--- src/dclh_pkg.sv ---
package dclh_pkg;

	// Timing of the strobe clock and of the handshake.
	localparam int MCLK_NS        = 100;
	localparam int STROBE_HI_NS   = 400;
	localparam int STROBE_LO_NS   = 400;
	localparam int WORD2_SETUP_NS = 500;
	localparam int SYNC_STAGES    = 2;
	localparam logic [3:0] STROBE_HI_CYC  = 4'((STROBE_HI_NS + MCLK_NS - 1) / MCLK_NS);
	localparam logic [3:0] STROBE_LO_CYC  = 4'((STROBE_LO_NS + MCLK_NS - 1) / MCLK_NS);
	localparam logic [3:0] WORD2_WAIT_CYC =
		4'((WORD2_SETUP_NS + MCLK_NS - 1) / MCLK_NS + SYNC_STAGES);

	// Link word and sector geometry.
	localparam int         WORD_W       = 16;
	localparam int         FIFO_DEPTH   = 16;
	localparam logic [6:0] SECTOR_WORDS = 7'h5A;

	// First initiate word fields.
	localparam int W1_OP_LSB    = 0;
	localparam int W1_VAR_BIT   = 3;
	localparam int W1_UNIT_LSB  = 4;
	localparam int W1_SPARE_LSB = 8;
	localparam int W1_FA_LSB    = 11;
	// Second initiate word fields.
	localparam int W2_FA_LSB    = 0;

	// Operation codes that select the data direction.
	localparam logic [2:0] OP_READ  = 3'h1;
	localparam logic [2:0] OP_WRITE = 3'h2;

	// Check code generator; the polynomial value is arbitrary.
	localparam logic [31:0] FIRE_POLY = 32'h0000_0005;
	localparam logic [31:0] FIRE_INIT = 32'hFFFF_FFFF;

	// Result word flag positions; bits 15..3 carry drive status.
	localparam int RES_CHK_BIT  = 0;
	localparam int RES_PAR_BIT  = 1;
	localparam int RES_TERM_BIT = 2;

	typedef enum logic [2:0] {
		ST_IDLE  = 3'h0,
		ST_W1    = 3'h1,
		ST_ACK1  = 3'h2,
		ST_W2    = 3'h3,
		ST_DATA  = 3'h4,
		ST_TERM  = 3'h5,
		ST_RES   = 3'h6
	} dclh_state_t;

	typedef enum logic [2:0] {
		PH_IDLE    = 3'h0,
		PH_INIT    = 3'h1,
		PH_DATA    = 3'h2,
		PH_SLIP    = 3'h3,
		PH_RESULT  = 3'h4,
		PH_WAITRES = 3'h5,
		PH_SEQERR  = 3'h6,
		PH_CTLTERM = 3'h7
	} dclh_phase_t;

endpackage

--- src/dclh_ctrl.sv ---
`timescale 1ns/1ps
`default_nettype none
// Function
// - Driven words carry odd parity with parity line.
// - Ready after first word; drops only to terminate.
// - Busy after second word, held through result.
// - Select rise, busy/ready low: first word present.
// - After select falls, finish 180 characters, then result.
// - Execute low: slip, no transfers.
// - Strobe only runs while words move.
// - Phase decoded from select, busy, ready.
// - First word: op, variant, unit, spare, address.
// - Strobe leading edge precedes ready rising.
// - Second word: address bits 6-19, two spares.
// - Busy follows second word strobe; data mode.
// - Cannot proceed: drop ready, await select low.
// - Result word stable during its strobe, busy drops.
// - Read data stable for strobe width.
// - Controller terminates by dropping ready.
// - Select dropped: finish sector, then result.
// - One result descriptor per operation.
// - 32-bit check code per sector, error flagged on reads only.

module dclh_fifo #(
	parameter int W     = 16,
	parameter int DEPTH = 16
) (
	// Clock and reset.
	input  wire logic         mclk_i,
	input  wire logic         rstn_i,
	// Filling side.
	input  wire logic [W-1:0] in_data_i,
	input  wire logic         in_valid_i,
	output logic              in_ready_o,
	// Draining side.
	output logic [W-1:0]      out_data_o,
	output logic              out_valid_o,
	input  wire logic         out_ready_i
);
	localparam int AW = $clog2(DEPTH);
	logic [W-1:0] mem_reg [DEPTH];
	logic [AW:0]  wptr_reg;
	logic [AW:0]  rptr_reg;

	assign in_ready_o  = (wptr_reg - rptr_reg) != (AW+1)'(DEPTH);
	assign out_valid_o = wptr_reg != rptr_reg;
	assign out_data_o  = mem_reg[rptr_reg[AW-1:0]];

	always_ff @(posedge mclk_i) begin
		if (in_valid_i && in_ready_o) begin
			mem_reg[wptr_reg[AW-1:0]] <= in_data_i;
		end
	end

	always_ff @(posedge mclk_i or negedge rstn_i) begin
		if (!rstn_i) begin
			wptr_reg <= '0;
			rptr_reg <= '0;
		end else begin
			if (in_valid_i && in_ready_o) begin
				wptr_reg <= wptr_reg + 1'b1;
			end
			if (out_valid_o && out_ready_i) begin
				rptr_reg <= rptr_reg + 1'b1;
			end
		end
	end
endmodule

module dclh_ctrl (
	// Clock and reset.
	input  wire logic        mclk_i,
	input  wire logic        rstn_i,
	// Link from the control unit.
	input  wire logic [15:0] xw_i,
	input  wire logic        xpar_i,
	input  wire logic        send_i,
	input  wire logic        select_i,
	input  wire logic        execute_i,
	// Link toward the control unit.
	output logic [15:0]      xw_o,
	output logic             xpar_o,
	output logic             xw_oe_n_o,
	output logic             ready_o,
	output logic             busy_o,
	output logic             strobe_o,
	// Decoded command toward the drive side.
	output logic [2:0]       op_code_o,
	output logic             variant_o,
	output logic [3:0]       unit_o,
	output logic [2:0]       spare_o,
	output logic [18:0]      file_addr_o,
	output logic             cmd_valid_o,
	// Drive side control and status.
	input  wire logic        go_i,
	input  wire logic        term_i,
	input  wire logic [12:0] status_i,
	input  wire logic [31:0] fire_ref_i,
	output logic [2:0]       phase_o,
	output logic             seq_err_o,
	output logic [31:0]      fire_code_o,
	output logic             sector_done_o,
	// Read stream from the drive.
	input  wire logic [15:0] rd_data_i,
	input  wire logic        rd_valid_i,
	output logic             rd_ready_o,
	// Write stream to the drive.
	output logic [15:0]      wr_data_o,
	output logic             wr_valid_o,
	input  wire logic        wr_ready_i
);
	function automatic logic [31:0] fire_step(input logic [31:0] c, input logic [15:0] w);
		logic [31:0] r;
		r = c;
		for (int i = 15; i >= 0; i--) begin
			r = {r[30:0], 1'b0} ^ ((r[31] ^ w[i]) ? dclh_pkg::FIRE_POLY : 32'h0000_0000);
		end
		return r;
	endfunction

	function automatic logic [2:0] phase_of(input logic s, input logic b, input logic r,
		input logic e);
		logic [2:0] p;
		p = dclh_pkg::PH_INIT;
		case ({s, b, r})
			3'h0: p = dclh_pkg::PH_IDLE;
			3'h7: p = e ? dclh_pkg::PH_DATA : dclh_pkg::PH_SLIP;
			3'h2: p = dclh_pkg::PH_RESULT;
			3'h3: p = dclh_pkg::PH_WAITRES;
			3'h1: p = dclh_pkg::PH_SEQERR;
			3'h6: p = dclh_pkg::PH_CTLTERM;
			default: p = dclh_pkg::PH_INIT;
		endcase
		return p;
	endfunction

	dclh_pkg::dclh_state_t state_reg;
	logic [19:0] s1_reg;
	logic [19:0] s2_reg;
	logic [3:0]  cnt_reg;
	logic [6:0]  words_reg;
	logic        sel_d_reg;
	logic        dir_wr_reg;
	logic        go_reg;
	logic        term_req_reg;
	logic        sel_drop_reg;
	logic        chk_err_reg;
	logic        par_err_reg;
	logic        ctl_term_reg;
	logic [31:0] crc_reg;
	logic [15:0] xw_s;
	logic        par_s;
	logic        sel_s;
	logic        exec_s;
	logic        send_s;
	logic        pulse_end;
	logic        xfer_ok;
	logic        start_xfer;
	logic        push;
	logic        pop;
	logic [15:0] fout;
	logic        fout_valid;
	logic        fin_ready;

	assign {send_s, exec_s, sel_s, par_s, xw_s} = s2_reg;
	assign pulse_end  = cnt_reg == dclh_pkg::STROBE_HI_CYC + dclh_pkg::STROBE_LO_CYC - 4'h1;
	assign xfer_ok    = dir_wr_reg ? fin_ready : fout_valid;
	assign start_xfer = state_reg == dclh_pkg::ST_DATA && cnt_reg == 4'h0 && exec_s &&
		xfer_ok && !term_req_reg;
	assign push = dir_wr_reg ? start_xfer : rd_valid_i;
	assign pop  = dir_wr_reg ? wr_ready_i : (start_xfer && !dir_wr_reg);
	assign rd_ready_o = !dir_wr_reg && fin_ready;
	assign wr_valid_o = dir_wr_reg && fout_valid;
	assign wr_data_o  = fout;

	dclh_fifo #(.W(dclh_pkg::WORD_W), .DEPTH(dclh_pkg::FIFO_DEPTH)) u_fifo (
		.mclk_i      (mclk_i),
		.rstn_i      (rstn_i),
		.in_data_i   (dir_wr_reg ? xw_s : rd_data_i),
		.in_valid_i  (push),
		.in_ready_o  (fin_ready),
		.out_data_o  (fout),
		.out_valid_o (fout_valid),
		.out_ready_i (pop)
	);

	always_ff @(posedge mclk_i or negedge rstn_i) begin
		if (!rstn_i) begin
			s1_reg    <= 20'h0_0000;
			s2_reg    <= 20'h0_0000;
			sel_d_reg <= 1'b0;
		end else begin
			s1_reg    <= {send_i, execute_i, select_i, xpar_i, xw_i};
			s2_reg    <= s1_reg;
			sel_d_reg <= sel_s;
		end
	end

	always_ff @(posedge mclk_i or negedge rstn_i) begin
		if (!rstn_i) begin
			phase_o   <= dclh_pkg::PH_IDLE;
			seq_err_o <= 1'b0;
		end else begin
			phase_o   <= phase_of(sel_s, busy_o, ready_o, exec_s);
			seq_err_o <= ready_o && !busy_o && !sel_s;
		end
	end

	always_ff @(posedge mclk_i or negedge rstn_i) begin
		if (!rstn_i) begin
			term_req_reg <= 1'b0;
		end else if (term_i) begin
			term_req_reg <= 1'b1;
		end else if (state_reg == dclh_pkg::ST_IDLE) begin
			term_req_reg <= 1'b0;
		end
	end

	always_ff @(posedge mclk_i or negedge rstn_i) begin
		if (!rstn_i) begin
			state_reg     <= dclh_pkg::ST_IDLE;
			cnt_reg       <= 4'h0;
			words_reg     <= 7'h00;
			strobe_o      <= 1'b0;
			ready_o       <= 1'b0;
			busy_o        <= 1'b0;
			xw_o          <= 16'h0000;
			xpar_o        <= 1'b1;
			xw_oe_n_o     <= 1'b1;
			op_code_o     <= 3'h0;
			variant_o     <= 1'b0;
			unit_o        <= 4'h0;
			spare_o       <= 3'h0;
			file_addr_o   <= 19'h0_0000;
			cmd_valid_o   <= 1'b0;
			dir_wr_reg    <= 1'b0;
			go_reg        <= 1'b0;
			sel_drop_reg  <= 1'b0;
			chk_err_reg   <= 1'b0;
			par_err_reg   <= 1'b0;
			ctl_term_reg  <= 1'b0;
			crc_reg       <= dclh_pkg::FIRE_INIT;
			fire_code_o   <= 32'h0000_0000;
			sector_done_o <= 1'b0;
		end else begin
			cmd_valid_o   <= 1'b0;
			sector_done_o <= 1'b0;
			if (state_reg inside {dclh_pkg::ST_W1, dclh_pkg::ST_W2, dclh_pkg::ST_RES} ||
				(state_reg == dclh_pkg::ST_DATA && (cnt_reg != 4'h0 || start_xfer))) begin
				cnt_reg  <= pulse_end ? 4'h0 : cnt_reg + 4'h1;
				strobe_o <= cnt_reg < dclh_pkg::STROBE_HI_CYC && !pulse_end;
			end else if (state_reg == dclh_pkg::ST_ACK1) begin
				cnt_reg  <= cnt_reg + 4'h1;
				strobe_o <= 1'b0;
			end else begin
				cnt_reg  <= 4'h0;
				strobe_o <= 1'b0;
			end
			if (cnt_reg == 4'h0 && ^{xw_s, par_s} == 1'b0 && (state_reg inside
				{dclh_pkg::ST_W1, dclh_pkg::ST_W2} || (start_xfer && dir_wr_reg))) begin
				par_err_reg <= 1'b1;
			end
			case (state_reg)
				dclh_pkg::ST_IDLE: begin
					if (sel_s && !sel_d_reg && send_s && !busy_o && !ready_o) begin
						state_reg    <= dclh_pkg::ST_W1;
						par_err_reg  <= 1'b0;
						chk_err_reg  <= 1'b0;
						ctl_term_reg <= 1'b0;
						sel_drop_reg <= 1'b0;
						words_reg    <= 7'h00;
						crc_reg      <= dclh_pkg::FIRE_INIT;
					end
				end
				dclh_pkg::ST_W1: begin
					if (cnt_reg == 4'h0) begin
						op_code_o  <= xw_s[dclh_pkg::W1_OP_LSB +: 3];
						variant_o  <= xw_s[dclh_pkg::W1_VAR_BIT];
						unit_o     <= xw_s[dclh_pkg::W1_UNIT_LSB +: 4];
						spare_o    <= xw_s[dclh_pkg::W1_SPARE_LSB +: 3];
						file_addr_o[4:0] <= xw_s[dclh_pkg::W1_FA_LSB +: 5];
						dir_wr_reg <= xw_s[dclh_pkg::W1_OP_LSB +: 3] == dclh_pkg::OP_WRITE;
					end
					if (cnt_reg == dclh_pkg::STROBE_HI_CYC) begin
						ready_o <= 1'b1;
					end
					if (pulse_end) begin
						state_reg <= dclh_pkg::ST_ACK1;
					end
				end
				dclh_pkg::ST_ACK1: begin
					if (cnt_reg == dclh_pkg::WORD2_WAIT_CYC) begin
						state_reg <= dclh_pkg::ST_W2;
					end
				end
				dclh_pkg::ST_W2: begin
					if (cnt_reg == 4'h0) begin
						file_addr_o[18:5] <= xw_s[dclh_pkg::W2_FA_LSB +: 14];
						go_reg      <= go_i;
						cmd_valid_o <= 1'b1;
					end
					if (cnt_reg == dclh_pkg::STROBE_HI_CYC) begin
						busy_o <= 1'b1;
					end
					if (pulse_end) begin
						if (!go_reg) begin
							ready_o      <= 1'b0;
							ctl_term_reg <= 1'b1;
							state_reg    <= dclh_pkg::ST_TERM;
						end else begin
							state_reg <= dclh_pkg::ST_DATA;
						end
					end
				end
				dclh_pkg::ST_DATA: begin
					if (!sel_s) begin
						sel_drop_reg <= 1'b1;
					end
					if (cnt_reg == 4'h0 && term_req_reg) begin
						ready_o      <= 1'b0;
						ctl_term_reg <= 1'b1;
						xw_oe_n_o    <= 1'b1;
						state_reg    <= dclh_pkg::ST_TERM;
					end
					// read word held for the strobe
					if (start_xfer) begin
						crc_reg <= fire_step(crc_reg, dir_wr_reg ? xw_s : fout);
						if (!dir_wr_reg) begin
							xw_o      <= fout;
							xpar_o    <= ~^fout;
							xw_oe_n_o <= 1'b0;
						end
					end
					if (pulse_end) begin
						if (words_reg == dclh_pkg::SECTOR_WORDS - 7'h01) begin
							words_reg     <= 7'h00;
							sector_done_o <= 1'b1;
							crc_reg       <= dclh_pkg::FIRE_INIT;
							fire_code_o   <= crc_reg;
							if (!dir_wr_reg && crc_reg != fire_ref_i) begin
								chk_err_reg <= 1'b1;
							end
							if (sel_drop_reg || !sel_s) begin
								ready_o   <= 1'b0;
								xw_oe_n_o <= 1'b1;
								state_reg <= dclh_pkg::ST_TERM;
							end
						end else begin
							words_reg <= words_reg + 7'h01;
						end
					end
				end
				dclh_pkg::ST_TERM: begin
					if (!sel_s) begin
						xw_o      <= {status_i, ctl_term_reg, par_err_reg, chk_err_reg};
						xpar_o    <= ~^{status_i, ctl_term_reg, par_err_reg, chk_err_reg};
						xw_oe_n_o <= 1'b0;
						state_reg <= dclh_pkg::ST_RES;
					end
				end
				dclh_pkg::ST_RES: begin
					if (pulse_end) begin
						busy_o    <= 1'b0;
						xw_oe_n_o <= 1'b1;
						state_reg <= dclh_pkg::ST_IDLE;
					end
				end
				default: state_reg <= dclh_pkg::ST_IDLE;
			endcase
		end
	end
endmodule
`default_nettype wire

--- config.mk ---
export PLATFORM = sky130hd
export DESIGN_NAME = dclh_ctrl
export DESIGN_NICKNAME = d
export VERILOG_FILES = /design/src/dclh_pkg.sv /design/src/dclh_ctrl.sv
export SDC_FILE = /design/constraint.sdc
export NUM_CORES = 1
export LEC_CHECK = 0
export ABC_AREA = 0
export CAP_MARGIN = 5
export CORE_MARGIN = 4
export CORE_UTILIZATION = 35
export DETAILED_ROUTE_END_ITERATION = 16
export DONT_BUFFER_PORTS = 1
export GPL_TIMING_DRIVEN = 0
export PLACE_DENSITY = 0.52
export SLEW_MARGIN = 0
export SYNTH_ARGS = -nofsm -noshare
export SYNTH_HDL_FRONTEND = slang
export SYNTH_SLANG_ARGS = --single-unit
--- constraint.sdc ---
create_clock -name mclk_i -period 7.8 [get_ports mclk_i]
set_input_delay 0.39 -clock mclk_i [delete_from_list [all_inputs] [get_ports mclk_i]]
set_output_delay 0.39 -clock mclk_i [all_outputs]
set_load 0.1 [all_outputs]
==> flow_metrics.py <==
metrics = {
    "synthesis": {
        "async_flop_share_pct": 43.0,
        "synth-seq-cells": 449,
        "ys_seq_area_share_pct": 66.5,
        "syn_nets": 1272,
        "synthFlopType": "edfxtp_1",
        "netlist_instances": 1172,
        "yosysWarnings": 0,
        "yosysUniqueCellTypes": 65,
        "syn_area_mm2": 0.0189,
        "synth_edf_count": 256,
        "avgSynthCellArea_um2": 16.1,
    },
    "pwr": {
        "p_int_mw": 5.80,
        "power_frac_clock_pct": 24.0,
        "p_sw_mw": 4.50,
        "p_sw_share_pct": 43.7,
        "seqPwrFrac_pct": 41.5,
        "ir_drop_mv": 0.216,
        "p_comb_share_pct": 34.5,
        "leakage_nw": 8.25,
        "power.density_mw_per_mm2": 468,
    },
    "clock_tree": {
        "cts_setup_buffers": 0,
        "cts_buffers": 50,
        "clk_latency_ps": 590,
        "cts_tree": "done",
        "clockBufferDepth": 3,
        "clk_transition_reported_paths_ps": 60,
        "root_buffer": "clkbuf_16",
        "htree_levels": 2,
        "clkSinkCount": 449,
    },
    "worst_hold_path": {
        "holdCritPathClass": "primary input to flip-flop",
        "min_to": "xw_o[8]",
        "holdPathStages": 2,
        "hold_start": "status_i[5]",
    },
    "detailed_routing": {
        "drt-initial-drc-count": 1000,
        "drc": 0,
        "wl_um": 54200,
        "avgViaCountPerCell": 5.24,
        "ant_nets": 0,
        "via_count": 10500,
        "firstDrtPassIters": 5,
        "wire_per_inst_um": 27.2,
    },
    "setup_path": {
        "reg2reg_depth": 12,
        "r2r-end": "u_fifo.mem_reg[2][13]",
        "cp-start-kind": "flip-flop",
        "worstPathMaxFanout": 16,
        "r2r_setup_slack_ps": 2630,
        "crit_arrival_ps": 5350,
        "required_ps": 7980,
        "reg2reg_from": "u_fifo.rptr_reg[2]",
        "worst-setup-path-type": "flip-flop to flip-flop",
        "end_kind": "flip-flop",
    },
    "place": {
        "dp_slack_ps": 2680,
        "io_buffers": 0,
        "dpl.hpwl_um": 36800,
        "gp_congestion": 0.815,
    },
    "sta": {
        "drv_slew": 0,
        "worstMarginPinSlew_ps": 1330,
        "fin_crit_ps": 5170,
        "postLayoutSetupSlackWorst_ps": 2630,
        "max_slew_margin_pct": 11.0,
        "rsz0062_at_grt": "false",
        "fin_crit_sh_pct": 66.3,
        "fmax_mhz": 193,
        "fin_tns_setup_ps": 0,
        "final_hold_viol_count": 0,
        "setup-violations-final": 0,
        "skew_ps": 28.6,
    },
    "floorplanning": {
        "die_area_mm2": 0.0578,
        "initial_core_util_pct": 35.7,
        "dieHeight_um": 240,
        "coreArea_mm2": 0.0530,
        "row_count": 84,
        "io_pins": 194,
        "die_w_um": 240,
    },
    "layout": {
        "fin_nets": 1365,
        "multi_input_area_mm2": 0.00599,
        "antenna_cells": 0,
        "syn2layout_area_growth_pct": 16.4,
        "seq_area_mm2": 0.0126,
        "fillers": 4863,
        "largest_reg_flops": 256,
        "final_layout_size_suffix_gt1_share_pct": 22.6,
    },
    "grt": {
        "overflow": 0,
        "grt_start_max_net_pins": 194,
        "track_usage_pct": 18.6,
        "grt_pass1_wl_um": 77900,
        "grt_pass1_vias": 10900,
        "antenna_found_initial": 4,
    },
    "run": {
        "drv_cap": 0,
    },
    "outcome": {
        "outcome": "finished clean",
    },
}
==> routing by layer <==
metal / share of wire [%] / up-vias / global-route usage [%]
met3: 7.0 / 71 / 5.24
li1: - / 4608 / -
met1: 42 / 5451 / 24.0
met2: 49 / 318 / 31.7
met5: 0.039 / - / 0
met4: 1.9 / 4 / 3.97
==> worst max-delay path, stage by stage, from the launching register on <==
cell and delay (ps):
dfrtp_1 320, buf_2 180, clkbuf_1 550, clkbuf_1 600, inv_1 110, ha_1 380
o21ai_0 140, a21oi_1 100, a31oi_1 160, nor3_1 110, a21oi_1 630, nor3b_1 370
and2_1 1080
==> stage by stage <==
| step | std cells | instance area (um2) | util (%) | total power, mW | hold slack, ps |
|---|---|---|---|---|---|
| after global routing | 1994 | 22000 | 41.5 | 10.8 | 27.0 |
| after floorplan | 1172 | 18900 | - | 6.88 | 94.4 |
| after detailed placement | 1870 | 19900 | 37.6 | 7.90 | 104 |
| final | 1994 | 22000 | 41.5 | 10.3 | 17.6 |
| after CTS | 1992 | 22000 | 41.5 | 10.4 | 0.463 |
| after global placement | 1860 | 19800 | 37.3 | 7.82 | 104 |
==> area by class of cell <==
class                           count  share of cell area (%)
Inverter                           18                   0.307
Buffer                             55                    1.50
Timing Repair Buffer               41                    2.06
Clock inverter                     32                    1.50
Clock buffer                       61                    6.39
Multi-Input combinational cell    650                    27.2
Tap cell                          688                    3.91
Sequential cell                   449                    57.1
==> worst max path at each step <==
stage | startpoint | end | slack (ps)
after global placement | u_fifo.rptr_reg[2] | u_fifo.mem_reg[6][8] | 890
final | u_fifo.rptr_reg[2] | u_fifo.mem_reg[2][13] | 2630
after CTS | u_fifo.rptr_reg[2] | u_fifo.mem_reg[2][13] | 2660
after detailed placement | u_fifo.rptr_reg[2] | u_fifo.mem_reg[2][13] | 2680
after floorplan | u_fifo.rptr_reg[1] | u_fifo.mem_reg[5][0] | 3550
after global routing | u_fifo.rptr_reg[2] | u_fifo.mem_reg[2][13] | 2370
==> cells in the final DEF, fill, tap and decap left out, types with 27 or more instances in the layout <==
| cell type | count |
|---|---|
| nand2_1 | 65 |
| dfstp_2 | 34 |
| clkbuf_1 | 35 |
| edfxtp_1 | 256 |
| dlygate4sd3_1 | 28 |
| mux2_2 | 78 |
| o21ai_0 | 35 |
| mux2i_1 | 76 |
| nor2_1 | 27 |
| mux4_2 | 49 |
| xnor2_1 | 91 |
| dfrtp_1 | 159 |
| clkbuf_16 | 53 |
==> what timing repair did <==
item,in CTS,in global routing
gates resized for setup,0,0
hold endpoints to repair,220,0
hold buffers,29,0
==> synth_stat cells (all sizes together), types with 2 or more instances <==
| master | count | share of area (%) |
|---|---|---|
| a21o | 3 | 0.12 |
| a21oi | 20 | 0.53 |
| a221o | 2 | 0.11 |
| a221oi | 14 | 0.65 |
| a22o | 2 | 0.099 |
| a22oi | 2 | 0.079 |
| a31oi | 8 | 0.26 |
| and2 | 16 | 0.53 |
| and3 | 3 | 0.099 |
| and3b | 3 | 0.14 |
| buf | 23 | 1.1 |
| clkbuf | 32 | 0.64 |
| dfrtp | 159 | 21 |
| dfstp | 34 | 4.7 |
| edfxtp | 256 | 41 |
| ha | 13 | 0.86 |
| inv | 17 | 0.34 |
| mux2 | 78 | 4.6 |
| mux2i | 76 | 4.0 |
| mux4 | 56 | 6.8 |
| nand2 | 66 | 1.3 |
| nand2b | 3 | 0.099 |
| nand3 | 12 | 0.32 |
| nand4 | 14 | 0.46 |
| nor2 | 28 | 0.56 |
| nor2b | 7 | 0.23 |
| nor3 | 4 | 0.11 |
| nor3b | 5 | 0.20 |
| nor4 | 4 | 0.13 |
| o211ai | 2 | 0.079 |
| o21ai | 49 | 1.3 |
| o21bai | 2 | 0.079 |
| o22a | 16 | 0.74 |
| o2bb2ai | 2 | 0.093 |
| or3 | 2 | 0.066 |
| xnor2 | 96 | 4.6 |
| xnor3 | 2 | 0.24 |
| xor2 | 25 | 1.2 |
==> power by group through the flow <==
| stage | clock [mW] | sequential, mW | combinational [mW] |
|---|---|---|---|
| after CTS | 2.53 | 4.29 | 3.61 |
| after detailed placement | 0 | 4.33 | 3.57 |
| after global routing | 2.63 | 4.33 | 3.80 |
| final | 2.47 | 4.28 | 3.56 |
| after floorplan | 0 | 4.17 | 2.72 |
| after global placement | 0 | 4.33 | 3.49 |
==> kinds of logic after synthesis <==
| family | after synthesis | synth area share (%) |
|---|---|---|
| buffers and inverters | 73 | 2.10 |
| flip-flops | 449 | 66.5 |
| AO/OA/AOI/OAI | 132 | 4.59 |
| adder cells (fa/ha/maj) | 13 | 0.861 |
| multiplexers | 210 | 15.5 |
| XOR/XNOR | 123 | 6.05 |
| AND/OR/NAND/NOR | 172 | 4.46 |
Note: power is estimated with default switching activity, not from simulation.
